--- src/design/txcwd_pkg.sv ---
package txcwd_pkg;
   // command word a field positions
   localparam int unsigned A_SIZE_LSB = 0;
   localparam int unsigned A_SIZE_W = 11;
   localparam int unsigned A_LAST_SEG_BIT = 12;
   localparam int unsigned A_FIRST_SEG_BIT = 13;
   localparam int unsigned A_OFFSET_LSB = 16;
   localparam int unsigned A_OFFSET_W = 5;
   localparam int unsigned A_ALIGN_LSB = 24;
   localparam int unsigned A_ALIGN_W = 2;
   // command word b field positions
   localparam int unsigned B_LEN_LSB = 0;
   localparam int unsigned B_LEN_W = 11;
   localparam int unsigned B_PAD_DIS_BIT = 12;
   localparam int unsigned B_CRC_DIS_BIT = 13;
   localparam int unsigned B_CSUM_BIT = 14;
   localparam int unsigned B_TAG_LSB = 16;
   localparam int unsigned B_TAG_W = 16;
   // end alignment codes
   localparam logic [1:0] ALIGN_4 = 2'h0;
   localparam logic [1:0] ALIGN_16 = 2'h1;
   localparam logic [1:0] ALIGN_32 = 2'h2;
   localparam logic [1:0] ALIGN_RSVD = 2'h3;
   // alignment masks in bytes
   localparam logic [12:0] MASK_4 = 13'h0003;
   localparam logic [12:0] MASK_16 = 13'h000F;
   localparam logic [12:0] MASK_32 = 13'h001F;
   // register byte addresses
   localparam logic [7:0] REG_CTRL = 8'h00;
   localparam logic [7:0] REG_INT_STS = 8'h04;
   localparam logic [7:0] REG_INT_MASK = 8'h08;
   localparam logic [7:0] REG_LAST_STS = 8'h0C;
   // register bit positions
   localparam int unsigned CTRL_CSUM_EN_BIT = 0;
   localparam int unsigned INT_ERR_BIT = 0;
   localparam int unsigned INT_DONE_BIT = 1;
   localparam int unsigned LAST_ERR_BIT = 15;
   localparam int unsigned INT_W = 2;
   // reset values
   localparam logic [31:0] CTRL_RST = 32'h0000_0000;
   localparam logic [INT_W-1:0] INT_RST = 2'h0;
   // decoder states, gray along cmd a, cmd b, data
   typedef enum logic [1:0] {
      S_CMDA = 2'h0,
      S_CMDB = 2'h1,
      S_DATA = 2'h3
   } txcwd_state_t;
endpackage

--- src/design/txcwd_len_if.sv ---
`timescale 1ns/1ps
`default_nettype none
// buffer geometry between the decoder and its length calculator
interface txcwd_len_if;
   logic [4:0] offset; // data start offset in bytes
   logic [10:0] size; // buffer byte count
   logic [1:0] align; // end alignment code
   logic [2:0] skip_words; // whole dwords stripped ahead of data
   logic [10:0] total_words; // dwords the host writes after cmd b
   logic [10:0] last_word; // index of the last data dword
   logic empty; // buffer carries no data bytes
   logic [3:0] first_be; // lanes valid in the first data dword
   logic [3:0] last_be; // lanes valid in the last data dword
   logic align_bad; // reserved alignment code seen
   modport calc (input offset, size, align,
      output skip_words, total_words, last_word, empty, first_be, last_be, align_bad);
   modport user (output offset, size, align,
      input skip_words, total_words, last_word, empty, first_be, last_be, align_bad);
endinterface
`default_nettype wire

--- src/design/txcwd_len_calc.sv ---
`timescale 1ns/1ps
`default_nettype none
// purely combinational buffer geometry
module txcwd_len_calc
   import txcwd_pkg::*;
(
   txcwd_len_if.calc lif
);
   logic [12:0] end_bytes; // offset plus size
   logic [12:0] last_byte; // index of last data byte
   logic [12:0] mask; // alignment mask
   logic [12:0] rounded; // end rounded up to alignment

   ////////////////////////////////////////////////////////////////////////
   // alignment decode and padding count
   always_comb begin
      end_bytes = 13'(lif.offset) + 13'(lif.size);
      last_byte = end_bytes - 13'h0001;
      lif.align_bad = 1'b0;
      unique case (lif.align)
         ALIGN_4: mask = MASK_4;
         ALIGN_16: mask = MASK_16;
         ALIGN_32: mask = MASK_32;
         ALIGN_RSVD: begin
            // reserved code: treated as 4-byte and flagged
            mask = MASK_4;
            lif.align_bad = 1'b1;
         end
      endcase
      rounded = (end_bytes + mask) & ~mask;
      lif.total_words = rounded[12:2];
      lif.last_word = last_byte[12:2];
      lif.skip_words = lif.offset[4:2];
      lif.empty = (lif.size == 11'h000);
      lif.first_be = 4'(4'hF << lif.offset[1:0]);
      lif.last_be = 4'(4'hF >> (2'h3 - last_byte[1:0]));
   end
endmodule // txcwd_len_calc
`default_nettype wire

--- src/design/txcwd_decoder.sv ---
// Chosen here: the address-and-strobe port and the register offsets.
`timescale 1ns/1ps
`default_nettype none
// Contract
// - start offset from command a bits 20:16
// - command a bit 13 marks first segment
// - command a bit 12 marks last segment
// - buffer size plus alignment sets discarded padding
// - summed buffer sizes must equal packet length
// - command b tag goes into status word
// - checksum only with request, first segment, enable
// - command b bit 13 suppresses crc append
// - command b bit 12 disables short-frame padding
// - padding disabled forces crc append anyway
// - command b bits 10:0 are packet length
// - delivered byte count must equal packet length
// - command b identical across segments, else error
// - command a bits 25:24 give end alignment
module txcwd_decoder
   import txcwd_pkg::*;
(
   input wire logic clk_sys,
   input wire logic rst_n,
   // word stream from the transmit data fifo
   input wire logic in_valid,
   input wire logic [31:0] in_data,
   output logic in_ready,
   // data dwords toward the mac
   output logic out_valid,
   input wire logic out_ready,
   output logic [31:0] out_data,
   output logic [3:0] out_be,
   output logic out_first,
   output logic out_last,
   // per-packet controls
   output logic l3_checksum_request,
   output logic crc_append,
   output logic pad_enable,
   // status word toward the status fifo
   output logic status_valid,
   output logic [15:0] status_tag,
   output logic status_err,
   // error flag and interrupt
   output logic transmit_error_flag,
   output logic irq,
   // register port
   input wire logic [7:0] reg_addr,
   input wire logic [31:0] reg_wdata,
   input wire logic reg_wr,
   input wire logic reg_rd,
   output logic [31:0] reg_rdata
);
   ////////////////////////////////////////////////////////////////////////
   // declarations
   txcwd_state_t state_r, state_nxt; // parser state
   logic [31:0] cmda_r, cmda_nxt; // current command a
   logic [31:0] ref_r, ref_nxt; // command b of the open packet
   logic [11:0] sum_r, sum_nxt; // running buffer size sum
   logic [11:0] bytes_r, bytes_nxt; // bytes really delivered
   logic [10:0] wcnt_r, wcnt_nxt; // dword index within buffer
   logic err_r, err_nxt; // packet error so far
   logic open_r, open_nxt; // a packet is in progress
   logic first_pend_r, first_pend_nxt; // next emitted word opens packet
   logic out_valid_r, out_valid_nxt;
   logic [31:0] out_data_r, out_data_nxt;
   logic [3:0] out_be_r, out_be_nxt;
   logic out_first_r, out_first_nxt;
   logic out_last_r, out_last_nxt;
   logic l3_r, l3_nxt;
   logic crc_r, crc_nxt;
   logic pad_r, pad_nxt;
   logic st_valid_r, st_valid_nxt;
   logic [15:0] st_tag_r, st_tag_nxt;
   logic st_err_r, st_err_nxt;
   logic [31:0] ctrl_r, ctrl_nxt; // control register
   logic [INT_W-1:0] sts_r, sts_nxt; // sticky interrupt status
   logic [INT_W-1:0] mask_r, mask_nxt; // interrupt mask
   logic [31:0] rdata_r, rdata_nxt; // read data, one cycle late
   logic [INT_W-1:0] events; // this cycle's interrupt events
   logic take; // a word is accepted this cycle
   logic emit; // current data word carries payload
   logic buf_end; // current buffer completes this cycle
   logic seg_first; // first-segment marker of current buffer
   logic seg_last; // last-segment marker of current buffer
   logic [3:0] be; // lanes of the current data word
   logic [10:0] pkt_len; // packet length of the packet at hand

   txcwd_len_if lif();

   // number of valid lanes in a byte enable
   function automatic logic [2:0] lane_count(input logic [3:0] lanes);
      lane_count = 3'(lanes[0]) + 3'(lanes[1]) + 3'(lanes[2]) + 3'(lanes[3]);
   endfunction

   ////////////////////////////////////////////////////////////////////////
   // geometry of the current buffer, from the stored command a
   assign lif.offset = cmda_r[A_OFFSET_LSB +: A_OFFSET_W];
   assign lif.size = cmda_r[A_SIZE_LSB +: A_SIZE_W];
   assign lif.align = cmda_r[A_ALIGN_LSB +: A_ALIGN_W];

   txcwd_len_calc u_len (
      .lif(lif)
   );

   assign seg_first = cmda_r[A_FIRST_SEG_BIT];
   assign seg_last = cmda_r[A_LAST_SEG_BIT];

   ////////////////////////////////////////////////////////////////////////
   // payload window and lanes of the word at the fifo head
   always_comb begin
      emit = (state_r == S_DATA) && !lif.empty
         && (wcnt_r >= 11'(lif.skip_words)) && (wcnt_r <= lif.last_word);
      be = 4'hF;
      // start offset and end trim both apply to a one-dword buffer
      if (wcnt_r == 11'(lif.skip_words)) begin
         be = be & lif.first_be;
      end
      if (wcnt_r == lif.last_word) begin
         be = be & lif.last_be;
      end
   end

   // padding and stripped words are always taken; payload waits for the mac
   assign in_ready = emit ? (!out_valid_r || out_ready) : 1'b1;
   assign take = in_valid && in_ready;

   ////////////////////////////////////////////////////////////////////////
   // parser next-state
   always_comb begin
      state_nxt = state_r;
      cmda_nxt = cmda_r;
      ref_nxt = ref_r;
      sum_nxt = sum_r;
      bytes_nxt = bytes_r;
      wcnt_nxt = wcnt_r;
      err_nxt = err_r;
      open_nxt = open_r;
      first_pend_nxt = first_pend_r;
      out_valid_nxt = out_valid_r && !out_ready;
      out_data_nxt = out_data_r;
      out_be_nxt = out_be_r;
      out_first_nxt = out_first_r;
      out_last_nxt = out_last_r;
      l3_nxt = l3_r;
      crc_nxt = crc_r;
      pad_nxt = pad_r;
      st_valid_nxt = 1'b0;
      st_tag_nxt = st_tag_r;
      st_err_nxt = st_err_r;
      buf_end = 1'b0;
      unique case (state_r)
         S_CMDA: begin
            // first word of each buffer is command a
            if (take) begin
               cmda_nxt = in_data;
               state_nxt = S_CMDB;
            end
         end
         S_CMDB: begin
            if (take) begin
               if (seg_first) begin
                  // new packet: its command b is the reference
                  ref_nxt = in_data;
                  sum_nxt = 12'(lif.size);
                  bytes_nxt = 12'h000;
                  first_pend_nxt = 1'b1;
                  // a first segment while a packet is open is an error
                  err_nxt = open_r || lif.align_bad;
                  l3_nxt = in_data[B_CSUM_BIT] && ctrl_r[CTRL_CSUM_EN_BIT];
                  // padding off forces the crc on
                  crc_nxt = !in_data[B_CRC_DIS_BIT] || in_data[B_PAD_DIS_BIT];
                  pad_nxt = !in_data[B_PAD_DIS_BIT];
               end else begin
                  err_nxt = err_r || !open_r || lif.align_bad
                     || (in_data != ref_r);
                  sum_nxt = sum_r + 12'(lif.size);
               end
               open_nxt = 1'b1;
               wcnt_nxt = 11'h000;
               // zero offset and zero size: no data words follow
               if (lif.total_words == 11'h000) begin
                  buf_end = 1'b1;
               end else begin
                  state_nxt = S_DATA;
               end
            end
         end
         S_DATA: begin
            if (take) begin
               if (emit) begin
                  out_valid_nxt = 1'b1;
                  out_data_nxt = in_data;
                  out_be_nxt = be;
                  out_first_nxt = first_pend_r;
                  out_last_nxt = seg_last && (wcnt_r == lif.last_word);
                  first_pend_nxt = 1'b0;
                  bytes_nxt = bytes_r + 12'(lane_count(be));
               end
               // alignment padding words are dropped here
               wcnt_nxt = wcnt_r + 11'h001;
               if (wcnt_r == lif.total_words - 11'h001) begin
                  buf_end = 1'b1;
               end
            end
         end
         default: begin
            state_nxt = S_CMDA;
         end
      endcase
      // closing segment: check lengths and report status
      if (buf_end) begin
         state_nxt = S_CMDA;
         if (seg_last) begin
            st_valid_nxt = 1'b1;
            st_tag_nxt = ref_nxt[B_TAG_LSB +: B_TAG_W];
            st_err_nxt = err_nxt || (sum_nxt != 12'(pkt_len))
               || (bytes_nxt != 12'(pkt_len));
            open_nxt = 1'b0;
         end
      end
   end

   // length of the packet, from the command b now in force
   assign pkt_len = ref_nxt[B_LEN_LSB +: B_LEN_W];

   ////////////////////////////////////////////////////////////////////////
   // parser registers
   always_ff @(posedge clk_sys) begin
      if (!rst_n) begin
         state_r <= S_CMDA;
         cmda_r <= 32'h0000_0000;
         ref_r <= 32'h0000_0000;
         sum_r <= 12'h000;
         bytes_r <= 12'h000;
         wcnt_r <= 11'h000;
         err_r <= 1'b0;
         open_r <= 1'b0;
         first_pend_r <= 1'b0;
         out_valid_r <= 1'b0;
         out_data_r <= 32'h0000_0000;
         out_be_r <= 4'h0;
         out_first_r <= 1'b0;
         out_last_r <= 1'b0;
         l3_r <= 1'b0;
         crc_r <= 1'b1;
         pad_r <= 1'b1;
         st_valid_r <= 1'b0;
         st_tag_r <= 16'h0000;
         st_err_r <= 1'b0;
      end else begin
         state_r <= state_nxt;
         cmda_r <= cmda_nxt;
         ref_r <= ref_nxt;
         sum_r <= sum_nxt;
         bytes_r <= bytes_nxt;
         wcnt_r <= wcnt_nxt;
         err_r <= err_nxt;
         open_r <= open_nxt;
         first_pend_r <= first_pend_nxt;
         out_valid_r <= out_valid_nxt;
         out_data_r <= out_data_nxt;
         out_be_r <= out_be_nxt;
         out_first_r <= out_first_nxt;
         out_last_r <= out_last_nxt;
         l3_r <= l3_nxt;
         crc_r <= crc_nxt;
         pad_r <= pad_nxt;
         st_valid_r <= st_valid_nxt;
         st_tag_r <= st_tag_nxt;
         st_err_r <= st_err_nxt;
      end
   end

   ////////////////////////////////////////////////////////////////////////
   // register file next-state
   always_comb begin
      events = '0;
      events[INT_ERR_BIT] = st_valid_r && st_err_r;
      events[INT_DONE_BIT] = st_valid_r;
      ctrl_nxt = ctrl_r;
      mask_nxt = mask_r;
      sts_nxt = sts_r;
      rdata_nxt = 32'h0000_0000;
      if (reg_wr) begin
         if (reg_addr == REG_CTRL) begin
            ctrl_nxt = {31'h0000_0000, reg_wdata[CTRL_CSUM_EN_BIT]};
         end
         if (reg_addr == REG_INT_MASK) begin
            mask_nxt = reg_wdata[INT_W-1:0];
         end
      end
      if (reg_rd) begin
         unique case (reg_addr)
            REG_CTRL: rdata_nxt = ctrl_r;
            REG_INT_STS: begin
               rdata_nxt = 32'(sts_r);
               // read clears
               sts_nxt = '0;
            end
            REG_INT_MASK: rdata_nxt = 32'(mask_r);
            REG_LAST_STS: begin
               rdata_nxt = {st_tag_r, 16'h0000};
               rdata_nxt[LAST_ERR_BIT] = st_err_r;
            end
            // unmapped reads return zero
            default: rdata_nxt = 32'h0000_0000;
         endcase
      end
      // a set in the clearing cycle survives
      sts_nxt = sts_nxt | events;
   end

   ////////////////////////////////////////////////////////////////////////
   // register file registers
   always_ff @(posedge clk_sys) begin
      if (!rst_n) begin
         ctrl_r <= CTRL_RST;
         sts_r <= INT_RST;
         mask_r <= INT_RST;
         rdata_r <= 32'h0000_0000;
      end else begin
         ctrl_r <= ctrl_nxt;
         sts_r <= sts_nxt;
         mask_r <= mask_nxt;
         rdata_r <= rdata_nxt;
      end
   end

   ////////////////////////////////////////////////////////////////////////
   // outputs
   assign out_valid = out_valid_r;
   assign out_data = out_data_r;
   assign out_be = out_be_r;
   assign out_first = out_first_r;
   assign out_last = out_last_r;
   assign l3_checksum_request = l3_r;
   assign crc_append = crc_r;
   assign pad_enable = pad_r;
   assign status_valid = st_valid_r;
   assign status_tag = st_tag_r;
   assign status_err = st_err_r;
   assign transmit_error_flag = sts_r[INT_ERR_BIT];
   assign irq = |(sts_r & mask_r);
   assign reg_rdata = rdata_r;
endmodule // txcwd_decoder
`default_nettype wire

--- config.mk ---
export PLATFORM = sky130hd
export DESIGN_NAME = txcwd_decoder
export DESIGN_NICKNAME = d
export VERILOG_FILES = /design/src/design/txcwd_pkg.sv /design/src/design/txcwd_len_if.sv /design/src/design/txcwd_len_calc.sv /design/src/design/txcwd_decoder.sv
export SDC_FILE = /design/constraint.sdc
export NUM_CORES = 1
export LEC_CHECK = 0
export ABC_AREA = 0
export BUFFER_PORTS_ARGS = -buffer_cell sky130_fd_sc_hd__clkbuf_2
export CAP_MARGIN = 20
export CELL_PAD_IN_SITES_DETAIL_PLACEMENT = 1
export CELL_PAD_IN_SITES_GLOBAL_PLACEMENT = 1
export CORE_MARGIN = 1
export CORE_UTILIZATION = 45
export CTS_CLUSTER_SIZE = 20
export DETAILED_ROUTE_END_ITERATION = 8
export HOLD_SLACK_MARGIN = 0.12
export PLACE_DENSITY = 0.88
export SLEW_MARGIN = 25
export SYNTH_ARGS = -nofsm -noshare
export SYNTH_HDL_FRONTEND = slang
export SYNTH_HIERARCHICAL = 1
export SYNTH_SLANG_ARGS = --single-unit
export TNS_END_PERCENT = 10
--- constraint.sdc ---
create_clock -name clk_sys -period 16.91 [get_ports clk_sys]
set_clock_uncertainty 0.1 [all_clocks]
set_input_delay 0 -clock clk_sys [delete_from_list [all_inputs] [get_ports clk_sys]]
set_output_delay 0 -clock clk_sys [all_outputs]
set_load 0.05 [all_outputs]
## Word-level counts from Yosys, hierarchy flattened

Index checks and enable logic that the tools add are counted.
Widths: inputs -> output; s select.

| operators by class | value |
|---|---|
| eq/ne operators | 20 |
| muxes and demuxes | 47 |
| reductions and logical operators | 42 |
| shifts and indexed selects | 2 |
| bitwise logic cells | 7 |
| $lt $le $gt $ge | 2 |
| add/sub/neg operators | 11 |

Operator list:

| cell | number |
|---|---|
| $pmux 32 s4 | 1 |
| $mux 32 | 3 |
| $mux 12 | 7 |
| $pmux 13 s3 | 1 |
| $ne 32x32->1 | 1 |
| $ne 12x11->1 | 2 |
| $pmux 12 s2 | 1 |
| $eq 11x11->1 | 2 |
| $logic_not 11->1 | 2 |
| $mux 11 | 2 |
| $pmux 11 s2 | 1 |
| $mux 1 | 21 |
| $eq 8x4->1 const B | 2 |
| $add 13x13->13 | 1 |
| $and 13x13->13 | 1 |
| $not 13->13 | 1 |
| $sub 13x1->13 const B | 1 |
| $add 12x11->12 | 1 |
| $add 12x3->12 | 1 |
| $add 5x11->12 | 1 |
| $ne 2x2->1 const B | 6 |
| $reduce_and 2->1 | 6 |
| $add 11x1->11 const B | 1 |
| $eq 11x3->1 | 1 |
| other kinds (30) | 64 |

| storage, ports and cells | value |
|---|---|
| bits in registers | 195 |
| logic and storage cells | 156 |
| output and inout port bits | 95 |

## Depth between registers and ports, before layout

| logic depth | value |
|---|---|
| depth after elaboration | 15 |
| depth in mapped cells | 27 |

## Hierarchy

Netlist, hierarchy kept.

Modules (own cells, without submodules):

| module | times used | area each (um^2) | seq. area each (um^2) | cells each |
|---|---|---|---|---|
| txcwd_decoder | 1 | 8881.0 | 3523.4 | 1084 |
| txcwd_len_calc | 1 | 1066.0 | 0.0 | 144 |

## Least setup slack after synthesis

No wires, ideal clock.

| timing path | value |
|---|---|
| kind | reg-to-reg |
| start | register cmda_r[16] |
| end | register st_err_r, in the netlist status_err |
| cell stages (with the launch flop) | 28 |
| period minus slack after synthesis | 6.202 ns |
| path slack | 10.708 ns |
| data arrival time | 5.971 ns |
| buffers on the path | 0 |
| cell sequence | dfxtp_1 ha_1 fa_1 and3_1 nor3_1 nor2_1 nor4_2 nand4b_1 xnor2_1 inv_1 ha_1 nand3_1 nor3_1 nand4_1 o22ai_1 fa_1 fa_1 inv_1 fa_1 nand3_1 nor3_1 nand3_1 o211a_1 a31oi_1 o2111ai_1 nor4_1 and4b_1 a21oi_1 |

| between the ends | value |
|---|---|
| elaborated cells on any way between the ends | 42 |
| those cells by class | 9 x add/sub; 1 x order compare; 4 x eq/ne; 2 x shift; 18 x mux; 2 x bitwise; 6 x reduce/logical |

RTL lines:

| element | RTL line | source |
|---|---|---|
| from (decl) | txcwd_decoder.sv:56 | `logic [31:0] cmda_r, cmda_nxt;` |
| from (signal assigned) | txcwd_decoder.sv:252 | `cmda_r <= cmda_nxt;` |
| $add 5x11->12 * | txcwd_len_calc.sv:17 | `end_bytes = 13'(lif.offset) + 13'(lif.size);` |
| $sub 13x1->13 * | txcwd_len_calc.sv:18 | `last_byte = end_bytes - 13'h0001;` |
| net lif.last_word[9] | txcwd_len_if.sv:10 | `logic [10:0] last_word;` |
| $eq 11x11->1 | txcwd_decoder.sv:118 | `if (wcnt_r == lif.last_word) begin` |
| $mux 4 | txcwd_decoder.sv:118 |  |
| $add 1x1->2 | txcwd_decoder.sv:92 | `lane_count = 3'(lanes[0]) + 3'(lanes[1]) + 3'(lanes[2]) + 3'(lanes[3]);` |
| $add 2x1->3 | txcwd_decoder.sv:92 |  |
| $add 3x1->3 | txcwd_decoder.sv:92 |  |
| $add 12x3->12 | txcwd_decoder.sv:197 | `bytes_nxt = bytes_r + 12'(lane_count(be));` |
| $mux 12 | txcwd_decoder.sv:190 | `if (emit) begin` |
| $mux 12 | txcwd_decoder.sv:189 | `if (take) begin` |
| $pmux 12 s2 | txcwd_decoder.sv:151 | `unique case (state_r)` |
| $ne 12x11->1 | txcwd_decoder.sv:217 | `\|\| (bytes_nxt != 12'(pkt_len));` |
| $logic_or 1x1->1 | txcwd_decoder.sv:217 |  |
| to (signal assigned) | txcwd_decoder.sv:270 | `st_err_r <= st_err_nxt;` |
| to (decl) | txcwd_decoder.sv:74 | `logic st_err_r, st_err_nxt;` |

The timed path passes the listed nets; every way through them passes the cells marked *.
A chain may end at the register's enable or synchronous reset.

## Final worst setup path

| timing path | value |
|---|---|
| start | register cmda_r[1] |
| end | register st_err_r, in the netlist status_err |

Same word-level chain as after synthesis.

==> impl_summary.md <==
Timing
The count of pins over their slew limit is 0. Setup violations remaining at the end of the flow were counted as 0. The clock period minus final worst setup slack is 8.004 ns. The count of final hold-check violations is 0. The share of the clock period used by the worst path after layout is 0.4733. Setup repair after global routing left no endpoint under its margin. In this run the tightest slew margin relative to its limit is 0.2302.

The highest clock rate is 0.1249 GHz. For the pin with the worst max-slew slack, the measured transition is 1.155 ns. The sum of negative setup slack is 0 ns.

Clock network
The number of H-tree branching levels is 4. The tree is rooted in a clkbuf_16. The post-cts hold buffer count is 50.

For this design, the sink count on the clock tree is 176. After clock tree synthesis, the clock-pin slew on the worst setup and hold paths is 0.09 ns. TritonCTS built the clock tree. After clock tree synthesis, the setup repair step added 0 buffers. The maximum clock path buffer count is 2. Post-CTS repair changed the size of 0 cells. The later-pin clock latency in the skew report is 0.46 ns. The total CTS buffers is 17.

Synthesis
The adder-cell share of the synthesized area is 0.06038. The main flop type after synthesis is dfxtp_1. The synthesized-area fraction occupied by and/or/nand/nor cells is 0.2493. The mean instance size in the synthesized netlist is 8.100 µm².

The portion of the post-synthesis area used by sequential elements is 0.3542. The number of distinct standard cells referenced by the synthesized netlist is 83. The xor-xnor portion of the synthesized cell area is 0.08994. By area, the combinational part of the netlist is dominated by simple AND/OR/NAND/NOR gates. Yosys mapped a number of flops with a built-in enable equal to 0. The total standard cell area after synthesis is 0.009947 mm². The synthesized design contains 176 register bits. The share of synthesized area spent on multiplexers is 0.02767. The post-synthesis cell count is 1228.

Counting flops with an async set or reset pin after synthesis yields a share of 0. The share of the synthesized area in compound gates (AO/OA/AOI/OAI) is 0.1625. During synthesis, Yosys emitted a total of 6 warnings.

Floorplan
The standard cell core area is 0.02176 mm². The starting density of the core is 0.4572. The count of standard-cell rows is 54.

The die outline width is 150.7 µm. 173 I/O pins were placed. The overall die height is 150.7 µm. The die area is 0.02270 mm².

Drt
Wires add up to 39170 µm. The number of detailed-routing iterations run before antenna repair is 5. The count of antenna-violating nets left after detailed routing is 0. The average via count per standard cell is 6.116.

The post-route DRC violation count is 0. The average wire per cell in the routed design is 23.54 µm. The DRC violation total after the first TritonRoute iteration is 670. The routed layout has 10180 vias.

Worst hold path
The type of the worst min-delay path is in2reg.

Power
The power consumption is 1.085 mW. The analysis attributes to cell leakage a power of 5.085 nW. VDD sags by at most 0.07868 mV.

The internal power of the cells totals 0.7089 mW. The register share of total power is 0.397. The proportion of power drawn by the clock network is 0.409. Of the total power, combinational logic draws 0.194. For this design the ratio of total power to cell area is 91.96 mW/mm².

Of the total power, the share spent switching nets is 0.3469. The power dissipated by switching net loads is 0.3766 mW.

Critical path
The slowest stage of the critical path is the dfxtp_1 cell. The worst-case reg-to-reg path depth is 26. The worst register-to-register path ends at status_err. The required time reported for the critical path endpoint is 17.11 ns. The largest single stage delay on the critical path is 0.60 ns. The critical path is of the reg2reg type. The element type at the critical path end is a register. In this run the worst setup path terminates at status_err. In this run the critical register-to-register path is launched from cmda_r[1]. The arrival time of the worst setup path is 8.21 ns. The setup check on the worst reg-to-reg path leaves a slack of 8.91 ns. The worst setup path is launched from a register. In this run the worst setup path begins at cmda_r[1].

The critical-path maximum fanout is 7.

Cells and area
After the last flow step, the layout net total stands at 1494. The area growth from synthesis to layout is 18.67%. The final cell area excluding filler cells is 0.01180 mm². The fraction of final layout cells with drive strength greater than 1 is 0.1431. The number of antenna repair diodes is 0.

Place
At the end of routability-driven placement, the weighted congestion stood at 0.8789. The post-place instance area is 0.01065 mm². The count of input and output buffers is 129.

The wire-length estimate of the detail-placed layout is 23640 µm.

GRT
The number of global-route vias before repair came to 11050. The initial antenna violation count is 0. Entering global routing, the biggest net connects 79 pins.

The total overflow left after global routing is 0. The first-pass GRT wire length is 60690 µm. The total track usage is 0.3520.

Run status
The run finished with clean final reports.

Job
The count of maximum capacitance violations is 0.
how the worst min path moves through the flow:
stage	slack, ns	start	endpoint	depth (start not counted)
after CTS	0.12	reg_addr[6]	sts_r[1]	6
final	0.23	reg_addr[6]	sts_r[1]	6
after floorplan	0.03	in_data[12]	pad_enable	1
after global placement	0.14	reg_wdata[1]	mask_r[1]	3
after detailed placement	0.16	reg_wdata[1]	mask_r[1]	3
after global routing	0.26	reg_addr[7]	sts_r[1]	6
Yosys cell counts (5+ instances only):
cell      instances  share of area
a211oi_1          6         0.0045
a21o_1            8         0.0060
a21oi_1         115          0.058
a31oi_1           5         0.0031
and2_1           23          0.014
and3_1           16          0.010
buf_2            12         0.0060
buf_4            20          0.015
clkbuf_1         35          0.013
dfxtp_1         176           0.35
fa_1              5          0.010
ha_1             40          0.050
inv_1            41          0.015
mux2i_1          23          0.023
nand2_1         211          0.080
nand2b_1          5         0.0031
nand3_1          36          0.018
nand4_1          13         0.0082
nor2_1           99          0.037
nor2b_1          11         0.0069
nor3_1           31          0.016
nor4_1           21          0.013
o211ai_1          8         0.0060
o21a_1            6         0.0045
o21ai_0          22          0.011
o22a_1           17          0.015
o22ai_1           7         0.0044
or2_2             6         0.0038
xnor2_1          37          0.033
xor2_1           62          0.055
registers in the layout, indices dropped and copies added, names as in the netlist, 2 cells and up:
name,cells
out_data,32
ref_r,32
cmda_r,20
reg_rdata,19
status_tag,16
bytes_r,12
sum_r,12
wcnt_r,11
out_be,4
mask_r,2
state_r,2
sts_r,2
through the flow:
stage | cells | setup slack [ns] | hold slack (ns) | util
final | 1664 | 8.906 | 0.2280 | 0.5426
after global routing | 1664 | 8.488 | 0.2639 | 0.5426
after CTS | 1664 | 9.296 | 0.1240 | 0.5423
after detailed placement | 1582 | 9.334 | 0.1596 | 0.4894
after global placement | 1582 | 9.558 | 0.1356 | 0.4893
after floorplan | 1241 | 10.71 | 0.03417 | -
critical path, delay by kind of cell (launching register included):
kind / cells / cell delay [ns]
adders and majority gates: 5 / 1.89
buffers and inverters: 2 / 0.20
AOI/OAI and AO/OA: 8 / 1.97
xor gates and xnor gates: 1 / 0.17
DFF: 1 / 0.60
and+or+nand+nor: 10 / 2.90
cell usage in the layout, fill, tap and decap left out, drive strengths merged, types with 7 or more instances in the layout:
| cell type | synthesis | routed |
|---|---|---|
| nand2 | 211 | 211 |
| o22a | 17 | 17 |
| dlygate4sd3 | 0 | 50 |
| a21oi | 117 | 117 |
| and2 | 23 | 23 |
| o22ai | 7 | 7 |
| mux2i | 23 | 23 |
| nor2 | 102 | 102 |
| o21ai | 22 | 22 |
| clkbuf | 36 | 146 |
| nor3 | 33 | 33 |
| a21o | 8 | 8 |
| inv | 42 | 52 |
| nor2b | 11 | 11 |
| dfxtp | 176 | 176 |
| and3 | 16 | 16 |
| xnor2 | 38 | 38 |
| conb | 3 | 16 |
| o211ai | 9 | 9 |
| xor2 | 62 | 62 |
| nand4 | 13 | 13 |
| nor4 | 23 | 23 |
| ha | 40 | 40 |
| a211oi | 7 | 7 |
| nand3 | 36 | 36 |
power groups by stage:
stage,clock network (mW),logic (mW),registers (mW)
after floorplan,0,0.148,0.436
after global placement,0,0.187,0.439
after detailed placement,0,0.195,0.440
after CTS,0.438,0.206,0.430
after global routing,0.459,0.229,0.432
final,0.444,0.211,0.431
cell type report:
class / count / area [µm²]
clock buffers: 17 / 425.4
clock inverters: 15 / 226.5
fillers: 2636 / 9952
inverters: 42 / 158.9
multi-input cells: 950 / 5936
flip-flops and latches: 176 / 3523
well taps: 280 / 350.3
repair buffers: 184 / 1184
routing by layer:
layer  track usage  share of wire  up-vias
met3       0.08121          0.067      182
met1        0.3799           0.37     4986
met2        0.6090           0.50      466
li1              -              -     4543
met5             0              0        -
met4        0.2445          0.065        0
logic make-up after synthesis:
family / after synthesis
compound gates: 249
xor+xnor: 100
fa+ha+maj: 45
buf+inv: 115
flops: 176
mux: 27
other cells: 3
simple gates: 513
No activity file was read; power rests on OpenSTA's default activity.
